[src/slpc_defines.svh]
// Purpose: constants for the sleep / wake-up and power-down controller
// Assumes: one 200 MHz clock, registers on a plain strobe port
// Notes:   offsets are word indices times four
`ifndef SLPC_DEFINES_SVH
`define SLPC_DEFINES_SVH

`define SLPC_ADDR_W        8
`define SLPC_DATA_W        32
`define SLPC_OFS_CTRL      8'h00
`define SLPC_OFS_STATUS    8'h04
`define SLPC_OFS_CMD       8'h08
`define SLPC_OFS_ID        8'h0C
`define SLPC_BIT_WAIT_EVT  0
`define SLPC_BIT_DEPTH     1
`define SLPC_BIT_COHER     2
`define SLPC_BIT_SLEEP_REQ 0
`define SLPC_BIT_FLUSH_REQ 1
`define SLPC_ID_VALUE      32'h0000_5A11
`define SLPC_CTRL_RESET    3'h0
`define SLPC_UNGATE_TIME_NS 10
`define SLPC_CLK_PERIOD_NS  5
`define SLPC_UNGATE_CYCLES ((`SLPC_UNGATE_TIME_NS + `SLPC_CLK_PERIOD_NS - 1) / `SLPC_CLK_PERIOD_NS)

`endif

[src/slpc_pkg.sv]
// Purpose: types for the sleep / wake-up and power-down controller
// Assumes: included with slpc_defines.svh
// Notes:   state and wake-cause enums only
package slpc_pkg;
  typedef enum logic [2:0]
  {
    slpc_run,
    slpc_flush,
    slpc_drain,
    slpc_sleep,
    slpc_ungate
  } slpc_state_type;

  typedef enum logic [1:0]
  {
    slpc_to_resume,
    slpc_to_nmi,
    slpc_to_irq,
    slpc_to_debug
  } slpc_wake_type;
endpackage

[src/slpc_core.sv]
// Purpose: sleep entry, wake-up and power-down handshake of a core
// Assumes: wake and interrupt-enable pins come from other domains and are synchronised here
// Notes:   power-down steps are driven by software writes to the command word
// Function
// - a rising nmi edge, a debug request, or an interrupt or event as chosen by event-wait ends sleep.
// - the sleep indicator goes low when sleep is left.
// - a rising nmi edge always wakes the core and selects the nmi handler, unless a debug request is seen in the same cycle.
// - with event-wait at 0 an enabled pending interrupt wakes the core.
// - with event-wait at 1 interrupts do not wake the core.
// - with event-wait at 1 an asserted event wakes the core to the next instruction.
// - a debug request while asleep wakes the core into debug mode.
// - power-down sleep is refused unless interrupts are globally disabled.
// - with a data cache present and the flush bit set in the sleep command, the cache is flushed and the flush awaited before sleep.
// - the sleep-depth setting must be 1 for a deep sleep to be signalled.
// - with coherency on, sleep waits for coherent traffic and snoops, then drops coherency.
// - the sleep-depth output follows the setting only while the indicator is high.
`timescale 1ns/10ps
`include "slpc_defines.svh"

module slpc_core
  import slpc_pkg::*;
#(
  parameter bit HAS_DCACHE = 1'b1
)
(
  input  wire logic                    mclk,
  input  wire logic                    rst_b,
  input  wire logic [`SLPC_ADDR_W-1:0] reg_addr,
  input  wire logic [`SLPC_DATA_W-1:0] reg_wdata,
  input  wire logic                    reg_wr,
  input  wire logic                    reg_rd,
  output logic      [`SLPC_DATA_W-1:0] reg_rdata,
  input  wire logic                    nmi,
  input  wire logic                    irq_pend,
  input  wire logic                    irq_global_en,
  input  wire logic                    rx_evt,
  input  wire logic                    dbg_req,
  input  wire logic                    bus_idle,
  input  wire logic                    flush_done,
  input  wire logic                    coher_idle,
  output logic                         flush_req,
  output logic                         coher_en,
  output logic                         clk_gate_en,
  output logic                         core_wfi_mode,
  output logic                         core_sleep_value,
  output logic                         wake_nmi,
  output logic                         wake_irq,
  output logic                         wake_dbg,
  output logic                         wake_resume,
  output logic                         pd_refused
);

  // two-flop synchronisers for pins
  logic [4:0] sync_a;
  logic [4:0] sync_b;
  logic       nmi_last;
  logic       nmi_s;
  logic       irq_s;
  logic       evt_s;
  logic       dbg_s;
  logic       gie_s;

  always_ff @(posedge mclk)
  begin
    if (!rst_b)
    begin
      sync_a   <= 5'h00;
      sync_b   <= 5'h00;
      nmi_last <= 1'b0;
    end
    else
    begin
      sync_a   <= {irq_global_en, dbg_req, rx_evt, irq_pend, nmi};
      sync_b   <= sync_a;
      nmi_last <= sync_b[0];
    end
  end

  assign nmi_s = sync_b[0];
  assign irq_s = sync_b[1];
  assign evt_s = sync_b[2];
  assign dbg_s = sync_b[3];
  assign gie_s = sync_b[4];

  // control and state registers
  logic           wait_evt;
  logic           depth;
  logic           coher;
  logic           next_wait_evt;
  logic           next_depth;
  logic           next_coher;
  slpc_state_type state;
  slpc_state_type next_state;
  slpc_wake_type  cause;
  slpc_wake_type  next_cause;
  logic [1:0]     ungate_cnt;
  logic [1:0]     next_ungate_cnt;
  logic           refused;
  logic           next_refused;
  logic           pulse;
  logic           next_pulse;
  logic [`SLPC_DATA_W-1:0] next_rdata;

  logic nmi_rise;
  logic irq_wake;
  logic evt_wake;
  logic any_wake;
  logic wr_ctrl;
  logic wr_cmd;
  logic sleep_cmd;
  logic flush_cmd;

  // wake source decode
  assign nmi_rise = nmi_s & ~nmi_last;
  assign irq_wake = ~wait_evt & irq_s;
  assign evt_wake = wait_evt & evt_s;
  assign any_wake = nmi_rise | irq_wake | evt_wake | dbg_s;

  assign wr_ctrl   = reg_wr && (reg_addr == `SLPC_OFS_CTRL);
  assign wr_cmd    = reg_wr && (reg_addr == `SLPC_OFS_CMD);
  assign sleep_cmd = wr_cmd & reg_wdata[`SLPC_BIT_SLEEP_REQ];
  assign flush_cmd = wr_cmd & reg_wdata[`SLPC_BIT_FLUSH_REQ];

  // next-state logic of the sleep sequencer and registers
  always_comb
  begin
    next_wait_evt   = wait_evt;
    next_depth      = depth;
    next_coher      = coher;
    next_state      = state;
    next_cause      = cause;
    next_ungate_cnt = ungate_cnt;
    next_refused    = refused;
    next_pulse      = 1'b0;
    next_rdata      = '0;
    if (wr_ctrl)
    begin
      next_wait_evt = reg_wdata[`SLPC_BIT_WAIT_EVT];
      next_depth    = reg_wdata[`SLPC_BIT_DEPTH];
      next_coher    = reg_wdata[`SLPC_BIT_COHER];
    end
    if (wr_cmd && reg_wdata[`SLPC_BIT_SLEEP_REQ])
    begin
      next_refused = 1'b0;
    end
    unique case (state)
      slpc_run:
      begin
        if (sleep_cmd && depth && gie_s)
        begin
          next_refused = 1'b1;
        end
        else if (sleep_cmd)
        begin
          next_state = (flush_cmd && HAS_DCACHE) ? slpc_flush : slpc_drain;
        end
      end
      slpc_flush:
      begin
        if (flush_done)
        begin
          next_state = slpc_drain;
        end
      end
      slpc_drain:
      begin
        if (bus_idle && (!coher || coher_idle))
        begin
          next_coher = 1'b0;
          next_state = slpc_sleep;
        end
      end
      slpc_sleep:
      begin
        if (any_wake)
        begin
          next_state      = slpc_ungate;
          next_ungate_cnt = 2'(`SLPC_UNGATE_CYCLES);
          if (dbg_s)
            next_cause = slpc_to_debug;
          else if (nmi_rise)
            next_cause = slpc_to_nmi;
          else if (irq_wake)
            next_cause = slpc_to_irq;
          else
            next_cause = slpc_to_resume;
        end
      end
      slpc_ungate:
      begin
        if (ungate_cnt == 2'h0)
        begin
          next_state = slpc_run;
          next_pulse = 1'b1;
        end
        else
        begin
          next_ungate_cnt = ungate_cnt - 2'h1;
        end
      end
      default:
      begin
        next_state = slpc_run;
      end
    endcase
    if (reg_rd)
    begin
      unique case (reg_addr)
        `SLPC_OFS_CTRL:   next_rdata = {29'h0, coher, depth, wait_evt};
        `SLPC_OFS_STATUS: next_rdata = {26'h0, refused, 2'(cause),
                                        (state == slpc_sleep), 2'h0};
        `SLPC_OFS_ID:     next_rdata = `SLPC_ID_VALUE; // arbitrary value
        default:          next_rdata = '0;
      endcase
    end
  end

  // control bits written from the bus
  // the drain step may also drop the coherency bit, so software sees it cleared
  // after every power-down entry and must set it again before the next task
  always_ff @(posedge mclk)
  begin
    if (!rst_b)
    begin
      {coher, depth, wait_evt} <= `SLPC_CTRL_RESET;
    end
    else
    begin
      wait_evt <= next_wait_evt;
      depth    <= next_depth;
      coher    <= next_coher;
    end
  end

  // sequencer state
  // comes out of reset running, with every unit clock enabled
  always_ff @(posedge mclk)
  begin
    if (!rst_b)
    begin
      state <= slpc_run;
    end
    else
    begin
      state <= next_state;
    end
  end

  // wake cause, latched on the edge that leaves sleep
  // kept until the next wake so software can read why the core woke
  always_ff @(posedge mclk)
  begin
    if (!rst_b)
    begin
      cause <= slpc_to_resume;
    end
    else
    begin
      cause <= next_cause;
    end
  end

  // ungate counter
  // gives the gated units their settling time before any strobe is raised
  always_ff @(posedge mclk)
  begin
    if (!rst_b)
    begin
      ungate_cnt <= 2'h0;
    end
    else
    begin
      ungate_cnt <= next_ungate_cnt;
    end
  end

  // refusal flag and one-cycle wake strobe
  // the flag holds until the next sleep request so a slow poll still sees it
  always_ff @(posedge mclk)
  begin
    if (!rst_b)
    begin
      refused <= 1'b0;
      pulse   <= 1'b0;
    end
    else
    begin
      refused <= next_refused;
      pulse   <= next_pulse;
    end
  end

  // read data stands in the cycle after the read strobe
  always_ff @(posedge mclk)
  begin
    if (!rst_b)
    begin
      reg_rdata <= '0;
    end
    else
    begin
      reg_rdata <= next_rdata;
    end
  end

  // the cache flush request stands for the whole flush step
  assign flush_req = (state == slpc_flush);

  // coherency participation follows the control bit until the drain step drops it
  assign coher_en = coher;

  // unit clocks are gated only while asleep; the ungate step turns them back on
  assign clk_gate_en = (state == slpc_sleep);

  // sleep indicator: high only in the sleep state, low from the first wake cycle
  assign core_wfi_mode = (state == slpc_sleep);

  // depth reads 0 unless the indicator is high, so the power unit never sees
  // a stale deep-sleep request while the core runs
  assign core_sleep_value = core_wfi_mode & depth;

  // one-cycle strobes to the pipeline, raised once the clocks run again
  assign wake_nmi    = pulse && (cause == slpc_to_nmi);
  assign wake_irq    = pulse && (cause == slpc_to_irq);
  assign wake_dbg    = pulse && (cause == slpc_to_debug);
  assign wake_resume = pulse && (cause == slpc_to_resume);

  // a refused power-down request is flagged to software
  assign pd_refused = refused;

endmodule

[config.mk]
export PLATFORM = sky130hd
export DESIGN_NAME = slpc_core
export DESIGN_NICKNAME = d
export VERILOG_FILES = /design/src/slpc_pkg.sv /design/src/slpc_core.sv
export VERILOG_INCLUDE_DIRS = /design/src
export SDC_FILE = /design/constraint.sdc
export NUM_CORES = 1
export LEC_CHECK = 0
export BUFFER_PORTS_ARGS = -buffer_cell sky130_fd_sc_hd__buf_4
export CAP_MARGIN = 20
export CORE_MARGIN = 2
export CORE_UTILIZATION = 46
export DETAILED_ROUTE_END_ITERATION = 7
export PLACE_DENSITY_LB_ADDON = 0.25
export SLEW_MARGIN = 15
export SYNTH_ARGS = -nofsm -noshare
export SYNTH_HDL_FRONTEND = slang
export SYNTH_SLANG_ARGS = --single-unit
[constraint.sdc]
create_clock -name mclk -period 2.5 [get_ports mclk]
set_clock_uncertainty 0.05 [all_clocks]
set_input_delay 0.125 -clock mclk [delete_from_list [all_inputs] [get_ports mclk]]
set_output_delay 0.125 -clock mclk [all_outputs]
set_load 0.05 [all_outputs]
==> results of run 1 <==
-- metrics by stage --
| stage | cell area [sq um] | utilization (%) | worst slack (ps) | hold slack [ps] |
|---|---|---|---|---|
| final | 1880 | 56.8 | 692 | 21.6 |
| after global routing | 1880 | 56.8 | 571 | 23.2 |
| after CTS | 1880 | 56.8 | 676 | 9.74 |
| after detailed placement | 1740 | 52.5 | 896 | 286 |
| after global placement | 1740 | 52.5 | 920 | 282 |
| after floorplan | 1640 | - | 646 | 202 |
-- cells by family (layout without fill, tap and decap cells) --
family | after synthesis | count (layout) | share of synthesized area [%]
buffers and inverters | 39 | 62 | 18.7
AND/OR/NAND/NOR | 65 | 65 | 27.1
adder cells (fa/ha/maj) | 1 | 1 | 0.801
multiplexers | 6 | 6 | 3.92
other | 1 | 22 | 0.240
flip-flops | 30 | 30 | 38.4
AO/OA/AOI/OAI | 21 | 21 | 10.7
-- area by class of cell --
cell class / instances / area (sq um) / area share (%)
clock buffer: 6 / 51.3 / 2.73
clock inverter: 2 / 12.5 / 0.665
inverter: 4 / 15.0 / 0.798
multi-input combinational: 115 / 748 / 39.8
sequential: 30 / 601 / 31.9
tap: 46 / 57.6 / 3.06
timing repair buffer: 50 / 395 / 21.0
-- layer usage --
metal	up-vias	GRT usage [%]
met5	-	0
met3	6	7.25
met4	0	10.0
met2	61	25.5
met1	534	15.4
li1	601	-
-- final timing paths --
check                                   from               end  slack [ps]  cells after the start
worst max-delay path                state[0]  core_sleep_value         690                      3
worst min-delay path            reg_wdata[1]             depth          20                      3
worst max register to register      state[0]     ungate_cnt[0]         870                      4
worst min register to register     sync_a[1]         sync_b[1]         390                      1
-- Yosys cell counts (2+ instances only) --
master / n / share of area [%]
nand4_1: 2 / 0.80
clkbuf_1: 2 / 0.48
nand2b_1: 3 / 1.2
and3b_1: 3 / 1.7
o21ai_0: 4 / 1.3
a21boi_0: 2 / 0.96
and3_2: 2 / 0.96
a31oi_1: 2 / 0.80
nand3b_1: 2 / 0.96
a21oi_1: 2 / 0.64
mux2i_1: 5 / 3.2
nor3b_1: 3 / 1.4
and3_1: 3 / 1.2
nor4b_1: 2 / 1.1
nor2b_1: 5 / 2.0
inv_1: 4 / 0.96
and2_1: 12 / 4.8
buf_4: 26 / 12
nor2_1: 11 / 2.6
nand2_1: 5 / 1.2
nor3_1: 4 / 1.3
buf_6: 2 / 1.4
buf_2: 4 / 1.3
dfxtp_1: 30 / 38
-- power groups by stage --
stage	clock, uW	sequential, uW	combinational [uW]
after floorplan	0	499	131
after global placement	0	500	129
after detailed placement	0	500	131
after CTS	317	489	140
after global routing	340	489	147
final	306	489	140
-- state kept, by name, summed over array words and instances, names as in the netlist --
register / count
reg_rdata: 7
sync_a: 5
sync_b: 5
state: 3
cause: 2
ungate_cnt: 2
coher_en: 1
depth: 1
nmi_last: 1
pd_refused: 1
pulse: 1
wait_evt: 1
-- critical path, cell delays in order, from the launching register on --
cell	delay [ps]
dfxtp_1	560
and3b_1	380
and2_1	170
buf_4	190
==> metrics.md, run 1 <==
| Metric | Value |
|---|---|
| Fin. Hold Viols | `0` |
| P_sw | `roughly 270 uW` |
| Min cycle time layout | `1810 ps` |
| Max-Cap Viols | `0` |
| Maximum vdd ir drop | `~330 uV` |
| Share of power burned in registers | `52.3%` |
| RSZ-0062 raised after global routing | `false` |
| CTS tree | `done` |
| Logic pwr share | `around 15%` |
| F_max | `between 500 and 600 MHz` |
| Initial drt markers | `10` |
| Final setup fails | `0` |
| DRC | `0` |
| Inst Count DP | `237` |
| Ys Warns | `0` |
| First-pass GRT wire length | `approximately 4700 microns` |
| Worst Path Max Fanout | `13` |
| Non-Filler Instances | `about 250` |
| Post-synthesis register bit count | `30` |
| Power Total | `around 930 uW` |
| Filler cell count | `slightly above 300` |
| Cell internal pwr | `662 uW` |
| Via density | `roughly 4.8` |
| Iteration count of the initial detailed-routing pass | `4` |
| Final slew viol count | `0` |
| CTS Sinks | `30` |
| Sum of negative setup slack | `0 ps` |
| Crit share post-route | `72.3%` |
| Metal-1 WL | `between 1000 and 1500 microns` |
| Die area | `between 0.003 and 0.004 sq mm` |
| Hold crit path type | `input port to register` |
| Nets | `~260` |
| Routed via count | `between 1000 and 1500` |
| Number of diodes | `0` |
| Netlist cell types | `between 40 and 50` |
| GPL Wtd Cong | `0.913` |
| Clock Tree Buf Depth | `2` |
| Crit path DAT | `around 1600 ps` |
| ANT nets after route | `0` |
| DR WL met2 | `around 1400 microns` |
| FFs w/ async S/R, synth | `0%` |
| CTS Hold Bufs | `8` |
| Gate count after technology mapping | `roughly 160` |
| Htree depth | `2` |
| Post-Syn Area | `about 0.0016 sq mm` |
| GRT Util Overall | `roughly 15%` |
| Core area | `about 0.0033 sq mm` |
| Status | `complete, no violations` |
| Area delta synth->final | `20.3%` |
| EDFF count, synth | `0` |
| Pin count of the biggest net entering global routing | `26` |
| Pwr per Cell Area | `between 400 and 500 mW/mm^2` |
| I/O pin count | `94` |
| Crit end category | `output port` |
| Site row count | `21` |
| Worst endpoint required time | `2330 ps` |
| WL met3 | `between 200 and 300 microns` |
| Most common cell after layout, fill and taps aside | `buf_4` |
| Sw Ratio | `about 29%` |
| Vias in the first global route | `~1100` |
| DR WL/cell | `roughly 11 microns` |
| CTS root buf | `clkbuf_4` |
| Final wirelength | `2840 microns` |
| DP HPWL | `about 2000 microns` |
| Post_cts resized | `0` |
| P_leak | `about 0.00084 uW` |
| Die Y | `62.3 microns` |
| Syn Area/Cell | `roughly 9.6 sq um` |
| Clock-pin slew on the worst setup and hold paths | `100 ps` |
| Top Layer Used | `met4` |
| Num CTS Buffers | `5` |
| Starting Density | `47.2%` |
| Commonest non-fill, non-tap cells in the layout | `buf_4 (42), dfxtp_1 (30), conb_1 (22)` |
| Clock group share of total power | `roughly 33%` |
| CP Launch Type | `register` |
| Die X | `roughly 62 microns` |
| GR Overflow Total | `0` |
| Sequential fraction of the synthesis area | `between 30 and 40%` |
| Initial antenna violation count | `0` |
| I/O Buffers | `42` |
| Post-CTS setup buffers | `0` |
| Post-synth top flop | `dfxtp_1` |
| Share of layout cells above drive strength 1 | `28.0%` |
| Crit path kind | `register to output port` |
| Worst-Skew Late Latency | `about 330 ps` |
Note: power is estimated with default switching activity, not from simulation.
==> run 2, diff against run 1 <==
--- a/config.mk
+++ b/config.mk
@@ -9,7 +9,7 @@
 export BUFFER_PORTS_ARGS = -buffer_cell sky130_fd_sc_hd__buf_4
 export CAP_MARGIN = 20
 export CORE_MARGIN = 2
-export CORE_UTILIZATION = 46
+export CORE_UTILIZATION = 43
 export DETAILED_ROUTE_END_ITERATION = 7
 export PLACE_DENSITY_LB_ADDON = 0.25
 export SLEW_MARGIN = 15
==> constraint.sdc (replaced) <==
create_clock -name mclk -period 1.9 [get_ports mclk]
set_clock_uncertainty 0.05 [all_clocks]
set_input_delay 0.095 -clock mclk [delete_from_list [all_inputs] [get_ports mclk]]
set_output_delay 0.095 -clock mclk [all_outputs]
set_load 0.05 [all_outputs]
==> run 2 against run 1 <==
  * Count of clock-buffer cells in the layout decreased by 1
  * Die area increased by 6.5%
  * Clock power increased by 11%
  * Sequential share of layout area decreased by 0.15 points
  * Largest cell class unchanged
==> metrics.md, run 2 (same netlist as run 1, synthesis figures left out) <==
| Metric | Value |
|---|---|
| Final hold slack | `66.3 ps (+44.7 ps)` |
| M3 GR Usage | `4.93% (-2.3 points)` |
| Sum of negative setup slack | `0 ps (unchanged)` |
| Area after DPL | `0.00174 sq mm (+0.43%)` |
| GR Overflow Total | `0 (unchanged)` |
| Number of diodes | `0 (unchanged)` |
| Starting Density | `45.8% (-1.5 points)` |
| Worst slack, placed | `416 ps (-481 ps)` |
| Core area | `0.00342 sq mm (+3.2%)` |
| Length in cells of the worst reg-to-reg path | `4 (unchanged)` |
| Final slew viol count | `0 (unchanged)` |
| Initial drt markers | `62 (+52)` |
| P_leak | `0.000846 uW (+0.97%)` |
| Maximum vdd ir drop | `369 uV (+11%)` |
| ANT nets after route | `0 (unchanged)` |
| Worst Path Max Fanout | `10 (-3)` |
| Final setup fails | `0 (unchanged)` |
| Pwr per Cell Area | `619 mW/mm^2 (+25%)` |
| Die area | `0.00413 sq mm (+6.5%)` |
| Worst-Skew Late Latency | `330 ps (about the same)` |
| Crit path to | `core_sleep_value` |
| RSZ-0062 raised after global routing | `false` |
| DRC | `0 (unchanged)` |
| Status | `complete, no violations` |
| Filler cell count | `307 (+0.99%)` |
| Post-route cell area | `0.00189 sq mm (+0.67%)` |
| Reg2reg start | `wait_evt` |
| FF-to-FF setup slack | `400 ps (-470 ps)` |
| Crit end category | `output port` |
| DP HPWL | `2100 microns (+2.6%)` |
| Pin count of the biggest net entering global routing | `26 (unchanged)` |
| Max-Cap Viols | `0 (unchanged)` |
| Biggest regs | `reg_rdata (7), sync_a (5), sync_b (5)` |
| Die X | `64.3 microns (+3.2%)` |
| GRT Util Overall | `14.9% (-0.51 points)` |
| Hold crit path type | `input port to register` |
| Area delta synth->final | `21.1%` |
| Met2 Usage GRT | `24.6% (-0.93 points)` |
| Sequential Area | `602 sq um (+0.21%)` |
| Critical register-to-register path endpoint | `ungate_cnt[0]` |
| Crit path DAT | `1570 ps (-60 ps)` |
| Via density | `4.63 (-2.6%)` |
| DR WL/cell | `11.0 microns (-1.9%)` |
| Min cycle time layout | `around 1700 ps` |
| Most Used Layer, Global Route | `met2` |
| Worst endpoint required time | `1750 ps (-580 ps)` |
| Die Y | `64.3 microns (+3.2%)` |
| Reg with most FFs | `reg_rdata` |
| Area of the multi-input gates | `748 sq um (unchanged)` |
| Routed via count | `1180 (-1.8%)` |
| Commonest non-fill, non-tap cells in the layout | `buf_4 (43), dfxtp_1 (29), conb_1 (22)` |
| Most common cell after layout, fill and taps aside | `buf_4` |
| CP Launch Type | `register` |
| Htree depth | `2 (unchanged)` |
| Num CTS Buffers | `5 (unchanged)` |
| F_max | `roughly 600 MHz` |
| Site row count | `21 (unchanged)` |
| CP startpoint | `state[1]` |
| GPL Wtd Cong | `0.916 (+0.30%)` |
| Clock-pin slew on the worst setup and hold paths | `90 ps (about the same)` |
| Vias in the first global route | `1104 (+1.8%)` |
| Clock Tree Buf Depth | `2 (unchanged)` |
| Crit path kind | `register to output port` |
| CTS Sinks | `30 (unchanged)` |
| Setup ws final | `186 ps (-506 ps)` |
| I/O Buffers | `42 (unchanged)` |
| Final wirelength | `2810 microns (-1.2%)` |
| CTS root buf | `clkbuf_4` |
| Iteration count of the initial detailed-routing pass | `4 (unchanged)` |
| Fin. Hold Viols | `0 (unchanged)` |
| CTS tree | `done` |
| Initial antenna violation count | `0 (unchanged)` |
| First-pass GRT wire length | `4690 microns (-0.28%)` |
| Met1 Use GR | `16.2% (+0.78 points)` |
| Share of layout cells above drive strength 1 | `28.2% (+0.21 points)` |
| Largest register FFs | `7 (unchanged)` |
| I/O pin count | `94 (unchanged)` |
| Crit share post-route | `between 90% and 100%` |
| Nets | `262 (+1.2%)` |
run 2: cell count changes in the layout (fill, tap and decap cells not counted), sizes merged:
cell	previous run	this run
dlygate4sd3	8	10
buf	42	43
clkbuf	6	5
clkinv	1	2
clkinvlp	1	0
run 2: worst min-delay path by stage:
| stage | startpoint | to | cells past startpoint |
|---|---|---|---|
| after global routing | rst_b | cause[1] | 2 |
| after CTS | reg_wdata[0] | wait_evt | 3 |
| after global placement | irq_global_en | sync_a[4] | 2 |
| after detailed placement | rx_evt | sync_a[2] | 2 |
| final | rst_b | cause[1] | 2 |
| after floorplan | nmi | sync_a[0] | 1 |
run 2: where the power goes:
group          switching, uW  internal, uW  total [uW]
sequential              4.09           639         643
combinational            131          58.3         189
clock                    208           133         340
total                    343           830        1170
run 2: stage by stage:
step,util [%],std cells,power (uW)
2_1_floorplan,-,184,829
3_3_place_gp,51.1,238,828
3_5_place_dp,51.1,238,830
4_1_cts,55.1,254,1180
5_1_grt,55.4,255,1230
6_report,55.4,255,1170
run 2: timing repair:
action / 4_1_cts / 5_1_grt
endpoints found under the hold margin: 9 / 1
hold buffers: 9 / 1
resized for setup: 0 / 1
setup endpoints to repair: 0 / 1
setup buffers: 0 / 0
run 2: critical path, cell delays in order, from the launching register on:
cell,delay [ps]
dfxtp_1,500
and3b_1,280
buf_4,160
and2_1,120
buf_4,190
run 2: layout make-up:
type,instances,area share (%)
multi-input combinational,115,39.5
timing repair buffer,53,22.3
clock inverter,2,0.529
clock buffer,5,1.98
sequential,30,31.8
inverter,4,0.793
tap,46,3.04
run 2: metal layers:
layer / share of wire, % / vias to the layer above / wire length [microns]
met1: 43 / 521 / 1210
met4: 2.0 / 0 / 55
li1: - / 604 / -
met5: 0 / - / 0
met2: 48 / 47 / 1340
met3: 7.3 / 8 / 204
